**src/hw/flash_erase_pkg.sv**
```systemverilog
// Constants, encodings and timing for the flash erase sequencer.
// Assumes a 125 MHz reference clock.
`default_nettype none
package flash_erase_pkg;
  // Clock and timing
  localparam int CLK_KHZ            = 125000;
  localparam int WINDOW_US          = 100;
  localparam int WINDOW_CYCLES_DEF  = WINDOW_US * CLK_KHZ / 1000;
  localparam int SUSP_MIN_NS        = 100;
  localparam int SUSP_MAX_NS        = 15000;
  localparam int SUSP_CYCLES        = (SUSP_MIN_NS * CLK_KHZ + 999999) / 1000000;
  localparam int SUSP_MAX_CYCLES    = SUSP_MAX_NS * CLK_KHZ / 1000000;
  localparam int PREPROG_CYCLES_DEF = 16;
  localparam int PULSE_CYCLES_DEF   = 32;
  localparam int MAX_TRIES_DEF      = 8;
  // Command bytes and unlock addresses
  localparam logic [7:0]  CMD_UNLOCK1  = 8'hAA;
  localparam logic [7:0]  CMD_UNLOCK2  = 8'h55;
  localparam logic [7:0]  CMD_ERASE    = 8'h80;
  localparam logic [7:0]  CMD_BULK     = 8'h10;
  localparam logic [7:0]  CMD_SECTOR   = 8'h30;
  localparam logic [7:0]  CMD_SUSPEND  = 8'hB0;
  localparam logic [7:0]  CMD_RESUME   = 8'h30;
  localparam logic [7:0]  CMD_RESET    = 8'hF0;
  localparam logic [11:0] ADDR_UNLOCK1 = 12'h555;
  localparam logic [11:0] ADDR_UNLOCK2 = 12'hAAA;
  localparam logic [2:0]  LAST_STEP    = 3'h5;
  // Status byte bit positions
  localparam int BIT_POLL    = 7;
  localparam int BIT_TOGGLE  = 6;
  localparam int BIT_ERROR   = 5;
  localparam int BIT_EXPIRED = 3;
  // Protection registers in configuration space
  localparam logic [7:0] OFS_MAIN_PROTECT   = 8'hC0;
  localparam logic [7:0] OFS_SECOND_PROTECT = 8'hC2;
  localparam int         SECURITY_BIT       = 7;
  // Controller states
  typedef enum logic [5:0] {
    ST_READ      = 6'h01,
    ST_SEQ       = 6'h02,
    ST_WINDOW    = 6'h04,
    ST_ERASE     = 6'h08,
    ST_SUSP_WAIT = 6'h10,
    ST_SUSPEND   = 6'h20
  } state_type;
  // Erase engine phases
  typedef enum logic [2:0] {
    PH_IDLE  = 3'h1,
    PH_PROG  = 3'h2,
    PH_ERASE = 3'h4
  } phase_type;
endpackage : flash_erase_pkg
`default_nettype wire

```
**src/hw/flash_erase_sequencer.sv**
```systemverilog
// Flash erase command sequencer with status and protection readback.
// Assumes one-cycle bus strobes synchronous to i_ref_clk and
// one-hot sector selects from the address decoder.
//
// Notes on behaviour
// [RULE1] Bulk erase needs six coded writes
// [RULE2] Wrong bulk byte returns to array read
// [RULE3] Error bit reads 1 after failed erase
// [RULE4] Engine preprograms zeros before erasing
// [RULE5] Bulk erase ignores all further writes; the code still accepts reset once the bulk erase has failed
// [RULE6] Sector erase: six writes, last gives sector
// [RULE7] Unprefixed confirms append sectors, restart window
// [RULE8] Expired bit 0 in window, 1 erasing
// [RULE9] Other writes in window abort erase
// [RULE10] Sector erase accepts only reset, suspend
// [RULE11] Suspend code honoured only in sector erase
// [RULE12] Suspend in window also ends window
// [RULE13] Toggle stops within latency, then array read
// [RULE14] Suspended: other sectors read valid data
// [RULE15] Suspended: only resume and reset accepted
// [RULE16] Resume code continues suspended erase
// [RULE17] Protected sectors never programmed or erased
// [RULE18] Protection bits readable, never bus writable
// [RULE19] Reset as one write or three
// [RULE20] Main protect bit i guards sector i
// [RULE21] Second register: sectors, unused, security bit
// [RULE22] Toggle flips on every status read
// [RULE23] Polling bit reads 0 while erasing
// [RULE24] Write without sector select is ignored
`default_nettype none
module flash_erase_sequencer
  import flash_erase_pkg::*;
#(
  parameter int WINDOW_CYCLES  = WINDOW_CYCLES_DEF,
  parameter int PREPROG_CYCLES = PREPROG_CYCLES_DEF,
  parameter int PULSE_CYCLES   = PULSE_CYCLES_DEF,
  parameter int MAX_TRIES      = MAX_TRIES_DEF
) (
  input  wire logic        i_ref_clk,
  input  wire logic        i_sys_rst,
  input  wire logic        i_bus_wr,
  input  wire logic        i_bus_rd,
  input  wire logic [15:0] i_addr,
  input  wire logic [7:0]  i_wdata,
  input  wire logic [7:0]  i_flash_sector_select,
  input  wire logic        i_config_register_space,
  input  wire logic [7:0]  i_array_rdata,
  input  wire logic        i_erase_verified,
  input  wire logic [7:0]  i_main_protect,
  input  wire logic [3:0]  i_second_protect,
  input  wire logic        i_security_bit,
  output logic [7:0]       o_rdata,
  output logic             o_rdata_valid,
  output logic             o_array_program_zero,
  output logic             o_array_erase,
  output logic [7:0]       o_erase_sector_mask,
  output logic             o_busy,
  output logic             o_suspended
);
  state_type   state;
  state_type   next_state;
  logic [2:0]  seq_step;
  logic [2:0]  next_seq_step;
  logic [7:0]  next_mask;
  logic        bulk;
  logic        next_bulk;
  logic        erase_error;
  logic        toggle;
  logic [7:0]  susp_count;
  logic        wr_sel;
  logic        seq_bad;
  logic        timer_restart;
  logic        timer_expired;
  logic        eng_start;
  logic        eng_abort;
  logic        eng_busy;
  logic        eng_done;
  logic        eng_fail;
  logic        status_mode;
  logic        status_hit;

  // Expected address and data of coded step n
  function automatic logic step_ok(input logic [2:0] n, input logic [11:0] a,
                                   input logic [7:0] d);
    case (n)
      3'h0, 3'h3: step_ok = (a == ADDR_UNLOCK1) && (d == CMD_UNLOCK1);
      3'h1, 3'h4: step_ok = (a == ADDR_UNLOCK2) && (d == CMD_UNLOCK2);
      3'h2:       step_ok = (a == ADDR_UNLOCK1) && (d == CMD_ERASE);
      default:    step_ok = 1'b0;
    endcase
  endfunction : step_ok

  assign wr_sel = i_bus_wr && (|i_flash_sector_select); // RULE24

  ////////////////////////////////////////////////////////////////////
  // Command decode
  always_comb begin
    next_state    = state;
    next_seq_step = seq_step;
    next_mask     = o_erase_sector_mask;
    next_bulk     = bulk;
    seq_bad       = 1'b0;
    timer_restart = 1'b0;
    eng_start     = 1'b0;
    eng_abort     = 1'b0;
    case (state)
      ST_READ, ST_SEQ: begin
        if (wr_sel) begin
          if (i_wdata == CMD_RESET) begin
            next_state    = ST_READ; // RULE19
            next_seq_step = 3'h0;
          end else if (seq_step == LAST_STEP) begin
            next_seq_step = 3'h0;
            next_state    = ST_READ;
            if (i_addr[11:0] == ADDR_UNLOCK1 && i_wdata == CMD_BULK) begin
              next_mask = ~i_main_protect; // RULE17
              next_bulk = 1'b1;
              if (|(~i_main_protect)) begin
                next_state = ST_ERASE; // RULE1
                eng_start  = 1'b1;
              end
            end else if (i_wdata == CMD_SECTOR) begin
              next_mask = i_flash_sector_select & ~i_main_protect; // RULE6 RULE17
              next_bulk = 1'b0;
              if (|next_mask) begin
                next_state    = ST_WINDOW;
                timer_restart = 1'b1;
              end
            end else begin
              seq_bad = 1'b1; // RULE2
            end
          end else if (step_ok(seq_step, i_addr[11:0], i_wdata)) begin
            next_seq_step = seq_step + 3'h1;
            next_state    = ST_SEQ;
          end else begin
            seq_bad       = 1'b1;
            next_seq_step = 3'h0;
            next_state    = ST_READ; // RULE2
          end
        end
      end
      ST_WINDOW: begin
        if (wr_sel && i_wdata == CMD_SECTOR) begin
          next_mask     = o_erase_sector_mask | (i_flash_sector_select & ~i_main_protect); // RULE7
          timer_restart = 1'b1; // RULE7
        end else if (wr_sel && i_wdata == CMD_SUSPEND) begin
          next_state = ST_SUSP_WAIT; // RULE12
        end else if (wr_sel) begin
          next_state = ST_READ; // RULE9
          next_mask  = 8'h00;
        end else if (timer_expired) begin
          next_state = ST_ERASE;
          eng_start  = 1'b1;
        end
      end
      ST_ERASE: begin
        if (eng_done) begin
          next_state = ST_READ;
          next_mask  = 8'h00;
        end else if (eng_fail) begin
          next_state = ST_ERASE;
        end else if (wr_sel && !bulk && i_wdata == CMD_RESET && !erase_error) begin
          next_state = ST_READ; // RULE10
          next_mask  = 8'h00;
          eng_abort  = 1'b1;
        end else if (wr_sel && !bulk && i_wdata == CMD_SUSPEND && !erase_error) begin
          next_state = ST_SUSP_WAIT; // RULE11
        end else if (wr_sel && erase_error && i_wdata == CMD_RESET) begin
          next_state = ST_READ;
          next_mask  = 8'h00;
        end
      end
      ST_SUSP_WAIT: begin
        if (eng_done) begin
          next_state = ST_READ;
          next_mask  = 8'h00;
        end else if (susp_count == 8'(SUSP_CYCLES - 1)) begin
          next_state = ST_SUSPEND; // RULE13
        end
      end
      ST_SUSPEND: begin
        if (wr_sel && i_wdata == CMD_RESUME) begin
          next_state = ST_ERASE; // RULE16
          eng_start  = !eng_busy;
        end else if (wr_sel && i_wdata == CMD_RESET) begin
          next_state = ST_READ; // RULE15
          next_mask  = 8'h00;
          eng_abort  = 1'b1;
        end
      end
      default: begin
        next_state    = ST_READ;
        next_seq_step = 3'h0;
      end
    endcase
  end

  ////////////////////////////////////////////////////////////////////
  // Control state
  always_ff @(posedge i_ref_clk) begin
    if (i_sys_rst) begin
      state               <= ST_READ;
      seq_step            <= 3'h0;
      o_erase_sector_mask <= 8'h00;
      bulk                <= 1'b0;
    end else begin
      state               <= next_state;
      seq_step            <= next_seq_step;
      o_erase_sector_mask <= next_mask;
      bulk                <= next_bulk; // RULE5
    end
  end

  always_ff @(posedge i_ref_clk) begin
    if (i_sys_rst || state != ST_SUSP_WAIT) begin
      susp_count <= 8'h00;
    end else begin
      susp_count <= susp_count + 8'h01;
    end
  end

  always_ff @(posedge i_ref_clk) begin
    if (i_sys_rst) begin
      erase_error <= 1'b0;
    end else if (eng_fail) begin
      erase_error <= 1'b1; // RULE3
    end else if (state == ST_READ) begin
      erase_error <= 1'b0;
    end
  end

  ////////////////////////////////////////////////////////////////////
  // Read path
  assign status_mode = (state == ST_WINDOW) || (state == ST_ERASE) || (state == ST_SUSP_WAIT);
  assign status_hit  = i_bus_rd && !i_config_register_space && status_mode
                       && (|(i_flash_sector_select & o_erase_sector_mask));

  always_ff @(posedge i_ref_clk) begin
    if (i_sys_rst) begin
      toggle <= 1'b0;
    end else if (status_hit) begin
      toggle <= ~toggle; // RULE22 RULE13
    end
  end

  always_ff @(posedge i_ref_clk) begin
    if (i_sys_rst) begin
      o_rdata       <= 8'h00;
      o_rdata_valid <= 1'b0;
    end else begin
      o_rdata_valid <= i_bus_rd;
      if (i_bus_rd && i_config_register_space) begin
        if (i_addr[7:0] == OFS_MAIN_PROTECT) begin
          o_rdata <= i_main_protect; // RULE18 RULE20
        end else if (i_addr[7:0] == OFS_SECOND_PROTECT) begin
          o_rdata <= {i_security_bit, 3'h0, i_second_protect}; // RULE21
        end else begin
          o_rdata <= 8'h00;
        end
      end else if (status_hit) begin
        o_rdata              <= 8'h00;
        o_rdata[BIT_POLL]    <= 1'b0; // RULE23
        o_rdata[BIT_TOGGLE]  <= toggle;
        o_rdata[BIT_ERROR]   <= erase_error;
        o_rdata[BIT_EXPIRED] <= (state != ST_WINDOW); // RULE8
      end else if (i_bus_rd) begin
        o_rdata <= i_array_rdata; // RULE14 RULE17
      end
    end
  end

  ////////////////////////////////////////////////////////////////////
  // Window timer and erase engine
  flash_append_timer #(
    .WINDOW_CYCLES (WINDOW_CYCLES)
  ) u_timer (
    .i_ref_clk (i_ref_clk),
    .i_sys_rst (i_sys_rst),
    .i_restart (timer_restart),
    .i_run     (state == ST_WINDOW),
    .o_expired (timer_expired)
  );

  flash_erase_engine #(
    .PREPROG_CYCLES (PREPROG_CYCLES),
    .PULSE_CYCLES   (PULSE_CYCLES),
    .MAX_TRIES      (MAX_TRIES)
  ) u_engine (
    .i_ref_clk        (i_ref_clk),
    .i_sys_rst        (i_sys_rst),
    .i_start          (eng_start), // RULE4
    .i_hold           (state == ST_SUSPEND),
    .i_abort          (eng_abort),
    .i_erase_verified (i_erase_verified),
    .o_busy           (eng_busy),
    .o_done           (eng_done),
    .o_fail           (eng_fail),
    .o_program_zero   (o_array_program_zero),
    .o_erase          (o_array_erase)
  );

  assign o_busy      = status_mode;
  assign o_suspended = (state == ST_SUSPEND);
endmodule : flash_erase_sequencer
`default_nettype wire

```
**src/hw/flash_append_timer.sv**
```systemverilog
// Sector append window timer.
// Assumes restart and run come from the command controller.
`default_nettype none
module flash_append_timer
  import flash_erase_pkg::*;
#(
  parameter int WINDOW_CYCLES = WINDOW_CYCLES_DEF
) (
  input  wire logic i_ref_clk,
  input  wire logic i_sys_rst,
  input  wire logic i_restart,
  input  wire logic i_run,
  output logic      o_expired
);
  localparam int CW = $clog2(WINDOW_CYCLES + 1);
  localparam logic [CW-1:0] LAST = CW'(WINDOW_CYCLES - 1);

  logic [CW-1:0] count;

  ////////////////////////////////////////////////////////////////////
  // Window count, restarted by each append
  always_ff @(posedge i_ref_clk) begin
    if (i_sys_rst || i_restart || !i_run) begin
      count <= '0;
    end else if (count != LAST) begin
      count <= count + CW'(1);
    end
  end

  assign o_expired = i_run && !i_restart && (count == LAST);
endmodule : flash_append_timer
`default_nettype wire

```
**src/hw/flash_erase_engine.sv**
```systemverilog
// Embedded erase algorithm: program to zero, then erase pulses.
// Assumes the array reports i_erase_verified after each pulse.
`default_nettype none
module flash_erase_engine
  import flash_erase_pkg::*;
#(
  parameter int PREPROG_CYCLES = PREPROG_CYCLES_DEF,
  parameter int PULSE_CYCLES   = PULSE_CYCLES_DEF,
  parameter int MAX_TRIES      = MAX_TRIES_DEF
) (
  input  wire logic i_ref_clk,
  input  wire logic i_sys_rst,
  input  wire logic i_start,
  input  wire logic i_hold,
  input  wire logic i_abort,
  input  wire logic i_erase_verified,
  output logic      o_busy,
  output logic      o_done,
  output logic      o_fail,
  output logic      o_program_zero,
  output logic      o_erase
);
  phase_type   phase;
  logic [15:0] count;
  logic [7:0]  tries;
  logic        pulse_end;

  assign pulse_end = (phase == PH_ERASE) && !i_hold && (count == 16'(PULSE_CYCLES - 1));

  ////////////////////////////////////////////////////////////////////
  // Phase sequencing
  always_ff @(posedge i_ref_clk) begin
    if (i_sys_rst || i_abort) begin
      phase <= PH_IDLE;
      count <= 16'h0000;
      tries <= 8'h00;
    end else if (i_start && phase == PH_IDLE) begin
      phase <= PH_PROG;
      count <= 16'h0000;
      tries <= 8'h00;
    end else if (!i_hold) begin
      case (phase)
        PH_PROG: begin
          if (count == 16'(PREPROG_CYCLES - 1)) begin
            phase <= PH_ERASE;
            count <= 16'h0000;
          end else begin
            count <= count + 16'h0001;
          end
        end
        PH_ERASE: begin
          if (pulse_end) begin
            count <= 16'h0000;
            tries <= tries + 8'h01;
            if (i_erase_verified || tries == 8'(MAX_TRIES - 1)) begin
              phase <= PH_IDLE;
            end
          end else begin
            count <= count + 16'h0001;
          end
        end
        default: phase <= PH_IDLE;
      endcase
    end
  end

  ////////////////////////////////////////////////////////////////////
  // Completion pulses
  always_ff @(posedge i_ref_clk) begin
    if (i_sys_rst || i_abort) begin
      o_done <= 1'b0;
      o_fail <= 1'b0;
    end else begin
      o_done <= pulse_end && i_erase_verified;
      o_fail <= pulse_end && !i_erase_verified && tries == 8'(MAX_TRIES - 1);
    end
  end

  assign o_busy         = (phase != PH_IDLE);
  assign o_program_zero = (phase == PH_PROG) && !i_hold;
  assign o_erase        = (phase == PH_ERASE) && !i_hold;
endmodule : flash_erase_engine
`default_nettype wire

```
**config.mk**
```make
export PLATFORM = sky130hd
export DESIGN_NAME = flash_erase_sequencer
export DESIGN_NICKNAME = d
export VERILOG_FILES = /design/src/hw/flash_erase_pkg.sv /design/src/hw/flash_erase_sequencer.sv /design/src/hw/flash_append_timer.sv /design/src/hw/flash_erase_engine.sv
export SDC_FILE = /design/constraint.sdc
export NUM_CORES = 1
export LEC_CHECK = 0
export ABC_AREA = 1
export BUFFER_PORTS_ARGS = -buffer_cell sky130_fd_sc_hd__buf_2
export CORE_MARGIN = 4
export CORE_UTILIZATION = 30
export CTS_CLUSTER_SIZE = 30
export DETAILED_ROUTE_END_ITERATION = 16
export PLACE_DENSITY = 0.51
export SLEW_MARGIN = 10
export SYNTH_ARGS = -nofsm -noshare
export SYNTH_HDL_FRONTEND = slang
export SYNTH_SLANG_ARGS = --single-unit
```
**constraint.sdc**
```tcl
create_clock -name i_ref_clk -period 1.8 [get_ports i_ref_clk]
set_input_delay 0.45 -clock i_ref_clk [delete_from_list [all_inputs] [get_ports i_ref_clk]]
set_output_delay 0.45 -clock i_ref_clk [all_outputs]
set_load 0.005 [all_outputs]
```
==> metrics.txt, run 1 <==
CTS Buf Count 9; antenna violations before repair 0; Total GRT Usage 15.2%; Area after DPL 0.00697 mm2; DRC violations left 0; failing checks negative setup slack; Worst R2R Path Depth 12; post-route design area between 0.007 and 0.008 mm2; PortBufs 75; Crit Path Class flop to primary output; sequential cell area ~0.0016 mm2; H-tree depth reported by CTS 3; multi-input logic area around 0.0036 mm2; Hold Path Depth 3; R2R Setup Slk -0.02 ns; clock root cell clkbuf_16; setup_tns -0.370 ns; Syn-to-layout area delta 38.2%; routed vias around 6000; DRT antenna net count 0; RSZ-0062 raised after global routing yes; DR iter-0 viols between 200 and 300; worst slack at placement -0.327 ns; DPL Wire Length between 10000 and 15000 um; core box area ~0.018 mm2; Worst VDD drop 0.478 mV; antenna cells 0; grt total ovfl 0; MaxCap Viol Count 0; ys flop type dfxtp_1; crit path from state[5]$_SDFFE_PP0P_; net count after synthesis approximately 1000; GPL Wtd Cong around 0.86; Post-synth EDFFs 0; #FFs+latches synth 80; fill count around 1900; clk_skew roughly 0.0048 ns; Critical Path RT 1.35 ns; Die Y around 140 um; Synth warnings 0; most common cell after layout, fill and taps aside nand2_1; commonest non-fill, non-tap cells in the layout nand2_1 (180), inv_1 (136), nor2_1 (120); Die W about 140 um; Initial Util a little under a third; Post-Syn Area per Cell between 6 and 7 um2; Tightest Pin Transition 0.374 ns; Core Util, Final between 40% and 50%; Worst setup EP type primary output; leakage dissipation roughly 3.5 nW; WP data arrival 1.41 ns; reg-to-reg endpoint u_engine.count[1]$_SDFFE_PP0P_; layout cells sized above 1 a little under a third; post-DR vias/cell ~4.5; Tcrit/Tclk final 103%; Final WS setup -0.0626 ns; vias in the first global route about 5500; Synth Cell Area about 0.0056 mm2; Synth cell types 44; Tmin final about 1.9 ns; Final Setup Violations 20; final hold vios 0; Ports 80; Clock Latency Late Sink roughly 0.35 ns; HP Class primary input to flop; Cells after Synth around 900; Crit Path Max Fanout 6; fmax approximately 540 MHz; Worst slew margin 74.9%; Hold Worst Slack 0.376 ns; largest net degree at the start of global routing 15; ys async rst share 0%; Clk pin slew, worst setup/hold paths ~0.060 ns; drt wl/cell approximately 12 um; power density over cell area roughly 760 mW/mm2; status finished, violations left; post-synthesis sequential area ratio between 20% and 30%; Worst Setup EP o_array_erase; total wire length around 16000 um; crit start category flop; clock tree sinks 80; first-pass GRT wire length roughly 26000 um; clk buf depth 2; final slew viol count 0; first drt pass iteration count 5; CTS tree yes; Nets about 1200; R2R Path Start state[3]$_SDFFE_PP0P_; die area 0.0208 mm2; row count 49
## sequential cells by signal (all words and copies together), names as in the netlist
signal and cells:
state 6, u_engine.o_fail 1, toggle 1, u_engine.o_done 1, o_rdata_valid 1, u_engine.tries 8
u_timer.count 14, o_erase_sector_mask 8, susp_count 8, u_engine.count 16, seq_step 3, o_rdata 8
bulk 1, u_engine.phase 3, erase_error 1
## worst min path at each step
| stage | slack, ns | to | startpoint |
|---|---|---|---|
| global route | 0.37 | o_rdata[7]$_SDFFE_PP0P_ | i_array_rdata[7] |
| floorplan | 0.43 | susp_count[0]$_SDFF_PP0_ | susp_count[0]$_SDFF_PP0_ |
| global placement | 0.45 | susp_count[0]$_SDFF_PP0_ | susp_count[0]$_SDFF_PP0_ |
| CTS | 0.37 | o_rdata[1]$_SDFFE_PP0P_ | i_array_rdata[1] |
| finish | 0.38 | o_rdata[4]$_SDFFE_PP0P_ | i_array_rdata[4] |
| detailed placement | 0.46 | susp_count[0]$_SDFF_PP0_ | susp_count[0]$_SDFF_PP0_ |
## worst max-delay path, cell delays in order (launching register included)
cell,delay [ns]
dfxtp_2,0.37
inv_2,0.06
nor2_4,0.11
inv_2,0.07
nor2_8,0.15
buf_12,0.13
nor2_4,0.04
buf_2,0.13
## per-stage QoR
stage / std cells / total power, mW
finish: 1328 / 5.83
CTS: 1323 / 5.59
detailed placement: 1298 / 3.70
global route: 1328 / 6.20
floorplan: 903 / 3.07
global placement: 1298 / 3.70
## report_power, final
part | internal, mW | leakage [nW] | switching, mW
sequential | 1.90 | 0.652 | 0.139
clock | 0.975 | 0.135 | 0.804
combinational | 0.850 | 2.76 | 1.16
## routing by layer
| layer | global-route usage (%) | up-vias | share of wire [%] |
|---|---|---|---|
| li1 | - | 3243 | - |
| met1 | 19.1 | 2661 | 47 |
| met2 | 26.8 | 104 | 48 |
| met3 | 3.01 | 10 | 4.1 |
| met4 | 3.52 | 0 | 1.0 |
| met5 | 0 | - | 0 |
## Yosys cell counts, drive strengths merged (4+ instances only)
cell	instances	area share, %
nor3b	4	0.54
nand2	204	14
buf	11	1.3
nand4	19	2.1
xnor2	5	0.79
a21oi	53	5.2
dfxtp	80	29
clkbuf	4	0.27
ha	10	2.3
inv	151	10
xor2	20	3.2
nor3	34	3.3
nor2	164	13
o22ai	4	0.45
o21ai	34	3.1
or2	6	0.68
nand3	79	7.5
nor4	6	0.79
## final cells by class
| type | count | share of cell area [%] |
|---|---|---|
| Tap cell | 229 | 3.73 |
| Clock inverter | 6 | 0.554 |
| Sequential cell | 80 | 21.1 |
| Multi-Input combinational cell | 655 | 46.3 |
| Clock buffer | 10 | 3.11 |
| Inverter | 153 | 7.51 |
| Timing Repair Buffer | 195 | 17.7 |
## what timing repair did
item | 4_1_cts | 5_1_grt
setup buffers | 9 | 4
hold buffers | 0 | 0
endpoints found under the setup margin | 13 | 53
gates cloned | 0 | 1
resized for setup | 20 | 69
pin swaps | 8 | 25
## cell families (layout without fill, tap and decap cells)
| group | after synthesis | after routing | share of synthesized area [%] |
|---|---|---|---|
| AOI/OAI and AO/OA | 99 | 99 | 10.2 |
| xor gates and xnor gates | 25 | 25 | 3.94 |
| adders and majority gates | 10 | 10 | 2.25 |
| buffers and inverters | 168 | 364 | 11.9 |
| DFF | 80 | 80 | 28.8 |
| muxes | 1 | 1 | 0.180 |
| and+or+nand+nor | 520 | 520 | 42.7 |
Power figures use the tool's default switching activity.
==> run 2, diff against run 1 <==
==> constraint.sdc (replaced) <==
create_clock -name i_ref_clk -period 2.26 [get_ports i_ref_clk]
set_input_delay 0.565 -clock i_ref_clk [delete_from_list [all_inputs] [get_ports i_ref_clk]]
set_output_delay 0.565 -clock i_ref_clk [all_outputs]
set_load 0.005 [all_outputs]
==> run 2 against run 1 <==
Global-route usage down 0.58 points; design area down 14%; sequential cell count unchanged; the flow now finishes without violations; clock-buffer cell count up 1; largest cell class unchanged; cell count down 7.3%; via count down 6.9%; critical path type unchanged; combinational power down 40%; first-iteration DRC count up 28%; register-to-register slack better by 0.36 ns; clock skew up 0.0021 ns; highest routed layer unchanged; wire length down 6.9%; total power down 27%.
==> metrics.txt, run 2 (synthesis results as in run 1) <==
status finished clean (was finished, violations left); Hold Crit Endpoint susp_count[0]$_SDFF_PP0_ (was o_rdata[4]$_SDFFE_PP0P_); post-route design area 0.00664 mm2 (was 0.00768 mm2); grt total ovfl 0 (unchanged); routed vias 5604 (was 6018); grt met1 use 19.3% (was 19.1%); Initial Util 30.7% (unchanged); DRT antenna net count 0 (unchanged); crit start category flop (unchanged); Clk pin slew, worst setup/hold paths 0.06 ns (about the same); Tightest Pin Transition 0.475 ns (was 0.374 ns); max reg flops 16 (unchanged); clock root cell clkbuf_16 (unchanged); Crit Path Class flop to primary output (unchanged); Largest regs u_engine.count x16, u_timer.count x14 (unchanged); die area 0.0208 mm2 (unchanged); register ranked first by flip-flop count u_engine.count (unchanged); CP top delay family simple AND/OR/NAND/NOR gates (was buffers and inverters); sw power 1.48 mW (was 2.10 mW); Clock Power Share 33.8% (was 30.5%); Worst VDD drop 0.352 mV (was 0.478 mV); Worst slew margin 68.2% (was 74.9%); MaxCap Viol Count 0 (unchanged); PortBufs 75 (unchanged); power density over cell area 638 mW/mm2 (was 759 mW/mm2); post-cts sizing count 0 (was 20); CTS tree yes (unchanged); GPL Wtd Cong 0.845 (was 0.858); drt wl/cell 12.1 um (was 12.0 um); HP Class flop to flop (was primary input to flop); CP Cell Sequence nor2_2, nand2_2, inv_2, nand2_1, nand2_1, inv_2, nand2_2, buf_2 (was inv_2, nor2_4, inv_2, nor2_8, buf_12, nor2_4, buf_2); Area after DPL 0.00635 mm2 (was 0.00697 mm2); slowest CP cell dfxtp_1 (was dfxtp_2); M3 GR Usage 3.08% (was 3.01%); Net Sw Frac 35.0% (was 36.0%); final slew viol count 0 (unchanged); total wire length 14900 um (was 16000 um); Final Setup Violations 0 (was 20); Tmin final between 2 and 2.5 ns; Ports 80 (unchanged); clk_skew 0.00693 ns (was 0.00479 ns); hold_sp susp_count[0]$_SDFF_PP0_ (was i_array_rdata[4]); clock tree sinks 80 (unchanged); WP data arrival 1.54 ns (was 1.41 ns); Crit Path Max Fanout 4 (was 6); worst slack at placement -0.0503 ns (was -0.327 ns); Clock Latency Late Sink 0.35 ns (about the same); R2R Setup Slk 0.34 ns (was -0.02 ns); layout cells sized above 1 17.6% (was 30.9%); post-DR vias/cell 4.55 (was 4.53); Critical Path RT 1.69 ns (was 1.35 ns); core box area 0.0181 mm2 (unchanged); Hold Path Depth 1 (was 3); Hold-fix buffers, CTS 0 (unchanged); antenna violations before repair 0 (unchanged); Syn-to-layout area delta 19.6% (was 38.2%); RSZ-0062 raised after global routing no (was yes); Tcrit/Tclk final a little over 90%; Hold Worst Slack 0.459 ns (was 0.376 ns); commonest non-fill, non-tap cells in the layout nand2_1 (196), nor2_1 (141), inv_1 (137) (was nand2_1 (180), inv_1 (136), nor2_1 (120)); R2R Path Start u_engine.count[0]$_SDFFE_PP0P_ (was state[3]$_SDFFE_PP0P_); DPL Wire Length 12000 um (was 12600 um); reg-to-reg endpoint u_engine.tries[5]$_SDFFE_PP0P_ (was u_engine.count[1]$_SDFFE_PP0P_); leakage dissipation 3.04 nW (was 3.55 nW); CTS Buf Count 9 (unchanged); DP Cell Count 1215 (was 1298); Post-Layout Cell Count 1231 (was 1328); H-tree depth reported by CTS 3 (unchanged); DR iter-0 viols 352 (was 276); fmax 476 MHz; Die W 144 um (unchanged); row count 49 (unchanged); Final WS setup 0.158 ns (was -0.0626 ns); most used routing layer in global routing met2 (unchanged); DRC violations left 0 (unchanged); Worst setup EP type primary output (unchanged); routing usage on met2 24.6% (was 26.8%); CP bufs+invs 3 (was 4); most common cell after layout, fill and taps aside nand2_1 (unchanged); sequential share of power 37.8% (was 35.0%); largest net degree at the start of global routing 15 (unchanged); setup bufs post-CTS 0 (was 9); Die Y 144 um (unchanged); final hold vios 0 (unchanged); clk buf depth 2 (unchanged); Nets 1066 (was 1163); combinational group share of total power 28.5% (was 34.5%); internal power 2.75 mW (was 3.73 mW); first drt pass iteration count 5 (unchanged); vias in the first global route 5225 (was 5540); antenna cells 0 (unchanged); first-pass GRT wire length 24800 um (was 25600 um); Worst R2R Path Depth 11 (was 12); Total GRT Usage 14.6% (was 15.2%); crit-path max cell delay 0.35 ns (was 0.37 ns)
run 2: cell types whose count changed in the layout (fill, tap and decap cells not counted), sizes merged:
cell	before	now
buf	194	98
clkinvlp	2	1
run 2: power by group through the flow:
| stage | registers, mW | logic [mW] | clock network (mW) |
|---|---|---|---|
| floorplan | 1.62 | 0.829 | 0 |
| global placement | 1.64 | 1.21 | 0 |
| detailed placement | 1.63 | 1.20 | 0 |
| CTS | 1.60 | 1.22 | 1.49 |
| global route | 1.61 | 1.39 | 1.55 |
| finish | 1.60 | 1.21 | 1.43 |
run 2: cell type report:
class | instances | area (um2)
Fill cell | 1988 | 11400
Timing Repair Buffer | 98 | 598
Inverter | 153 | 574
Sequential cell | 80 | 1600
Tap cell | 229 | 287
Multi-Input combinational cell | 655 | 3290
Clock buffer | 11 | 253
Clock inverter | 5 | 38.8
run 2: worst max path at each step:
stage / from / cells past startpoint / slack [ns] / end
after floorplan: i_wdata[0] / 13 / 0.44 / state[5]$_SDFFE_PP0P_
after global placement: i_wdata[0] / 11 / -0.006 / o_erase_sector_mask[2]$_SDFFE_PP0P_
after detailed placement: i_wdata[0] / 11 / -0.05 / o_erase_sector_mask[2]$_SDFFE_PP0P_
after CTS: state[1]$_SDFFE_PP0P_ / 8 / 0.14 / o_busy
after global routing: state[1]$_SDFFE_PP0P_ / 8 / 0.03 / o_busy
final: state[1]$_SDFFE_PP0P_ / 8 / 0.16 / o_busy
run 2: routing by layer:
metal | up-vias | share of wire (%)
met5 | - | 0
met4 | 0 | 0.92
met3 | 8 | 4.4
met2 | 111 | 46
met1 | 2437 | 48
li1 | 3048 | -
run 2: stage by stage:
stage	TNS, ns	util (%)	power, mW
global placement	-0.00566	35.1	2.85
global route	0	36.7	4.55
floorplan	0	-	2.44
detailed placement	-0.204	35.1	2.84
CTS	0	36.7	4.31
finish	0	36.7	4.24
==> run 3, diff against run 2 <==
--- a/config.mk
+++ b/config.mk
@@ -12,6 +12,7 @@
 export CTS_CLUSTER_SIZE = 30
 export DETAILED_ROUTE_END_ITERATION = 16
 export PLACE_DENSITY = 0.51
+export RECOVER_POWER = 50
 export SLEW_MARGIN = 10
 export SYNTH_ARGS = -nofsm -noshare
 export SYNTH_HDL_FRONTEND = slang
==> run 3 against run 2 <==
Total power shrank 0.28%; hold slack is the same; utilization shrank 0.30 points; sequential cell count is the same; design area shrank 0.83%; clock power is essentially flat; die area is the same; maximum frequency is essentially flat; non-clock buffer count is the same; via count grew 0.27%.
==> metrics.txt, run 3 (synthesis results as in run 1) <==
status finished clean (unchanged); crit-path max cell delay 0.35 ns (about the same); DRC violations left 0 (unchanged); leakage dissipation 2.96 nW (was 3.04 nW); Clk pin slew, worst setup/hold paths 0.06 ns (about the same); grt total ovfl 0 (unchanged); grt met1 use 19.3% (unchanged); routed vias 5619 (was 5604); clock tree sinks 80 (unchanged); fill count 2001 (was 1988); CP Cell Sequence nor2_2, nand2_2, inv_2, nand2_1, nand2_1, inv_2, nand2_2, buf_2 (unchanged); layout cells sized above 1 15.4% (was 17.6%); final hold vios 0 (unchanged); GPL Wtd Cong 0.845 (unchanged); largest net degree at the start of global routing 15 (unchanged); slowest CP cell dfxtp_1 (unchanged); Post-Layout Cell Count 1231 (unchanged); post-cts sizing count 0 (unchanged); H-tree depth reported by CTS 3 (unchanged); Tightest Pin Transition 0.674 ns (was 0.475 ns); RSZ-0062 raised after global routing no (unchanged); Crit Path Max Fanout 4 (unchanged); Total Power 4.22 mW (was 4.24 mW); CTS tree yes (unchanged); Largest regs u_engine.count x16, u_timer.count x14 (unchanged); first drt pass iteration count 6 (was 5); most common cell after layout, fill and taps aside nand2_1 (unchanged); vias in the first global route 5225 (unchanged); clk_skew 0.00762 ns (was 0.00693 ns); Worst setup EP type primary output (unchanged); core box area 0.0181 mm2 (unchanged); CTS Buf Count 9 (unchanged); power density over cell area 641 mW/mm2 (was 638 mW/mm2); Tmin final 2.10 ns (about the same); PortBufs 75 (unchanged); setup bufs post-CTS 0 (unchanged); drt wl/cell 12.1 um (about the same); Core Util, Final 36.4% (was 36.7%); Clock Latency Late Sink 0.35 ns (about the same); routing usage on met2 24.6% (unchanged); first-pass GRT wire length 24800 um (unchanged); Hold-fix buffers, CTS 0 (unchanged); Crit Path Class flop to primary output (unchanged); DP Cell Count 1215 (unchanged); Worst slew margin 55.1% (was 68.2%); commonest non-fill, non-tap cells in the layout nand2_1 (196), nor2_1 (142), inv_1 (137) (was nand2_1 (196), nor2_1 (141), inv_1 (137)); Total GRT Usage 14.6% (unchanged); post-DR vias/cell 4.56 (was 4.55); row count 49 (unchanged); clock root cell clkbuf_16 (unchanged); Die W 144 um (unchanged); Tcrit/Tclk final 93.1% (was 93.0%); Final Setup Violations 0 (unchanged); crit start category flop (unchanged); Die Y 144 um (unchanged); Worst VDD drop 0.353 mV (was 0.352 mV); setup_tns 0 ns (unchanged); Nets 1066 (unchanged); die area 0.0208 mm2 (unchanged); HP Class flop to flop (unchanged); antenna violations before repair 0 (unchanged); Syn-to-layout area delta 18.6% (was 19.6%); Critical Path RT 1.69 ns (about the same); final slew viol count 0 (unchanged); M3 GR Usage 3.08% (unchanged); DPL Wire Length 12000 um (unchanged); DRT antenna net count 0 (unchanged); antenna cells 0 (unchanged); max reg flops 16 (unchanged); WP data arrival 1.54 ns (about the same); MaxCap Viol Count 0 (unchanged); most used routing layer in global routing met2 (unchanged); Initial Util 30.7% (unchanged); total wire length 15000 um (was 14900 um); Ports 80 (unchanged); fmax 475 MHz (was 476 MHz); Hold Worst Slack 0.459 ns (unchanged); DR iter-0 viols 329 (was 352); register ranked first by flip-flop count u_engine.count (unchanged); clk buf depth 2 (unchanged)
-- run 3: changes by cell type in the layout (fill, tap and decap cells not counted), sizes merged --
| cell | previous run | this run |
|---|---|---|
| buf | 98 | 76 |
| clkbuf | 11 | 33 |
-- run 3: area by class of cell --
class                      count  area [um2]  share of cell area (%)
clock buffer                  11         253                    3.84
clock inverter                 5        38.8                   0.589
inverter                     153         574                    8.72
multi-input combinational    655        3280                    49.8
sequential                    80        1600                    24.3
tap                          229         287                    4.35
timing repair buffer          98         551                    8.36
-- run 3: final timing paths --
| kind | from | slack, ns | endpoint | cells after the start |
|---|---|---|---|---|
| worst max-delay path | state[1]$_SDFFE_PP0P_ | 0.16 | o_busy | 8 |
| worst min-delay path | susp_count[0]$_SDFF_PP0_ | 0.46 | susp_count[0]$_SDFF_PP0_ | 1 |
| worst min register to register | susp_count[0]$_SDFF_PP0_ | 0.46 | susp_count[0]$_SDFF_PP0_ | 1 |
| worst max register to register | u_engine.count[0]$_SDFFE_PP0P_ | 0.34 | u_engine.tries[5]$_SDFFE_PP0P_ | 11 |
-- run 3: critical path, delay by kind of cell (launching register included) --
family,cells,cell delay [ns]
simple gates,5,0.58
flops,1,0.35
buf+inv,3,0.25
-- run 3: per-layer routing --
layer	wire length, um	vias up
met5	0	-
li1	-	3045
met2	6900	110
met4	155	0
met1	7190	2454
met3	707	10
-- run 3: where the power goes --
part / switching, mW / internal, mW / leakage, nW
sequential: 0.0951 / 1.51 / 0.647
clock: 0.623 / 0.810 / 0.142
combinational: 0.771 / 0.417 / 2.17
-- run 3: stage by stage --
step | area [um2] | setup slack [ns]
after floorplan | 5560 | 0.439
after global placement | 6350 | -0.00566
after detailed placement | 6350 | -0.0503
after CTS | 6640 | 0.140
after global routing | 6590 | 0.0283
final | 6590 | 0.157
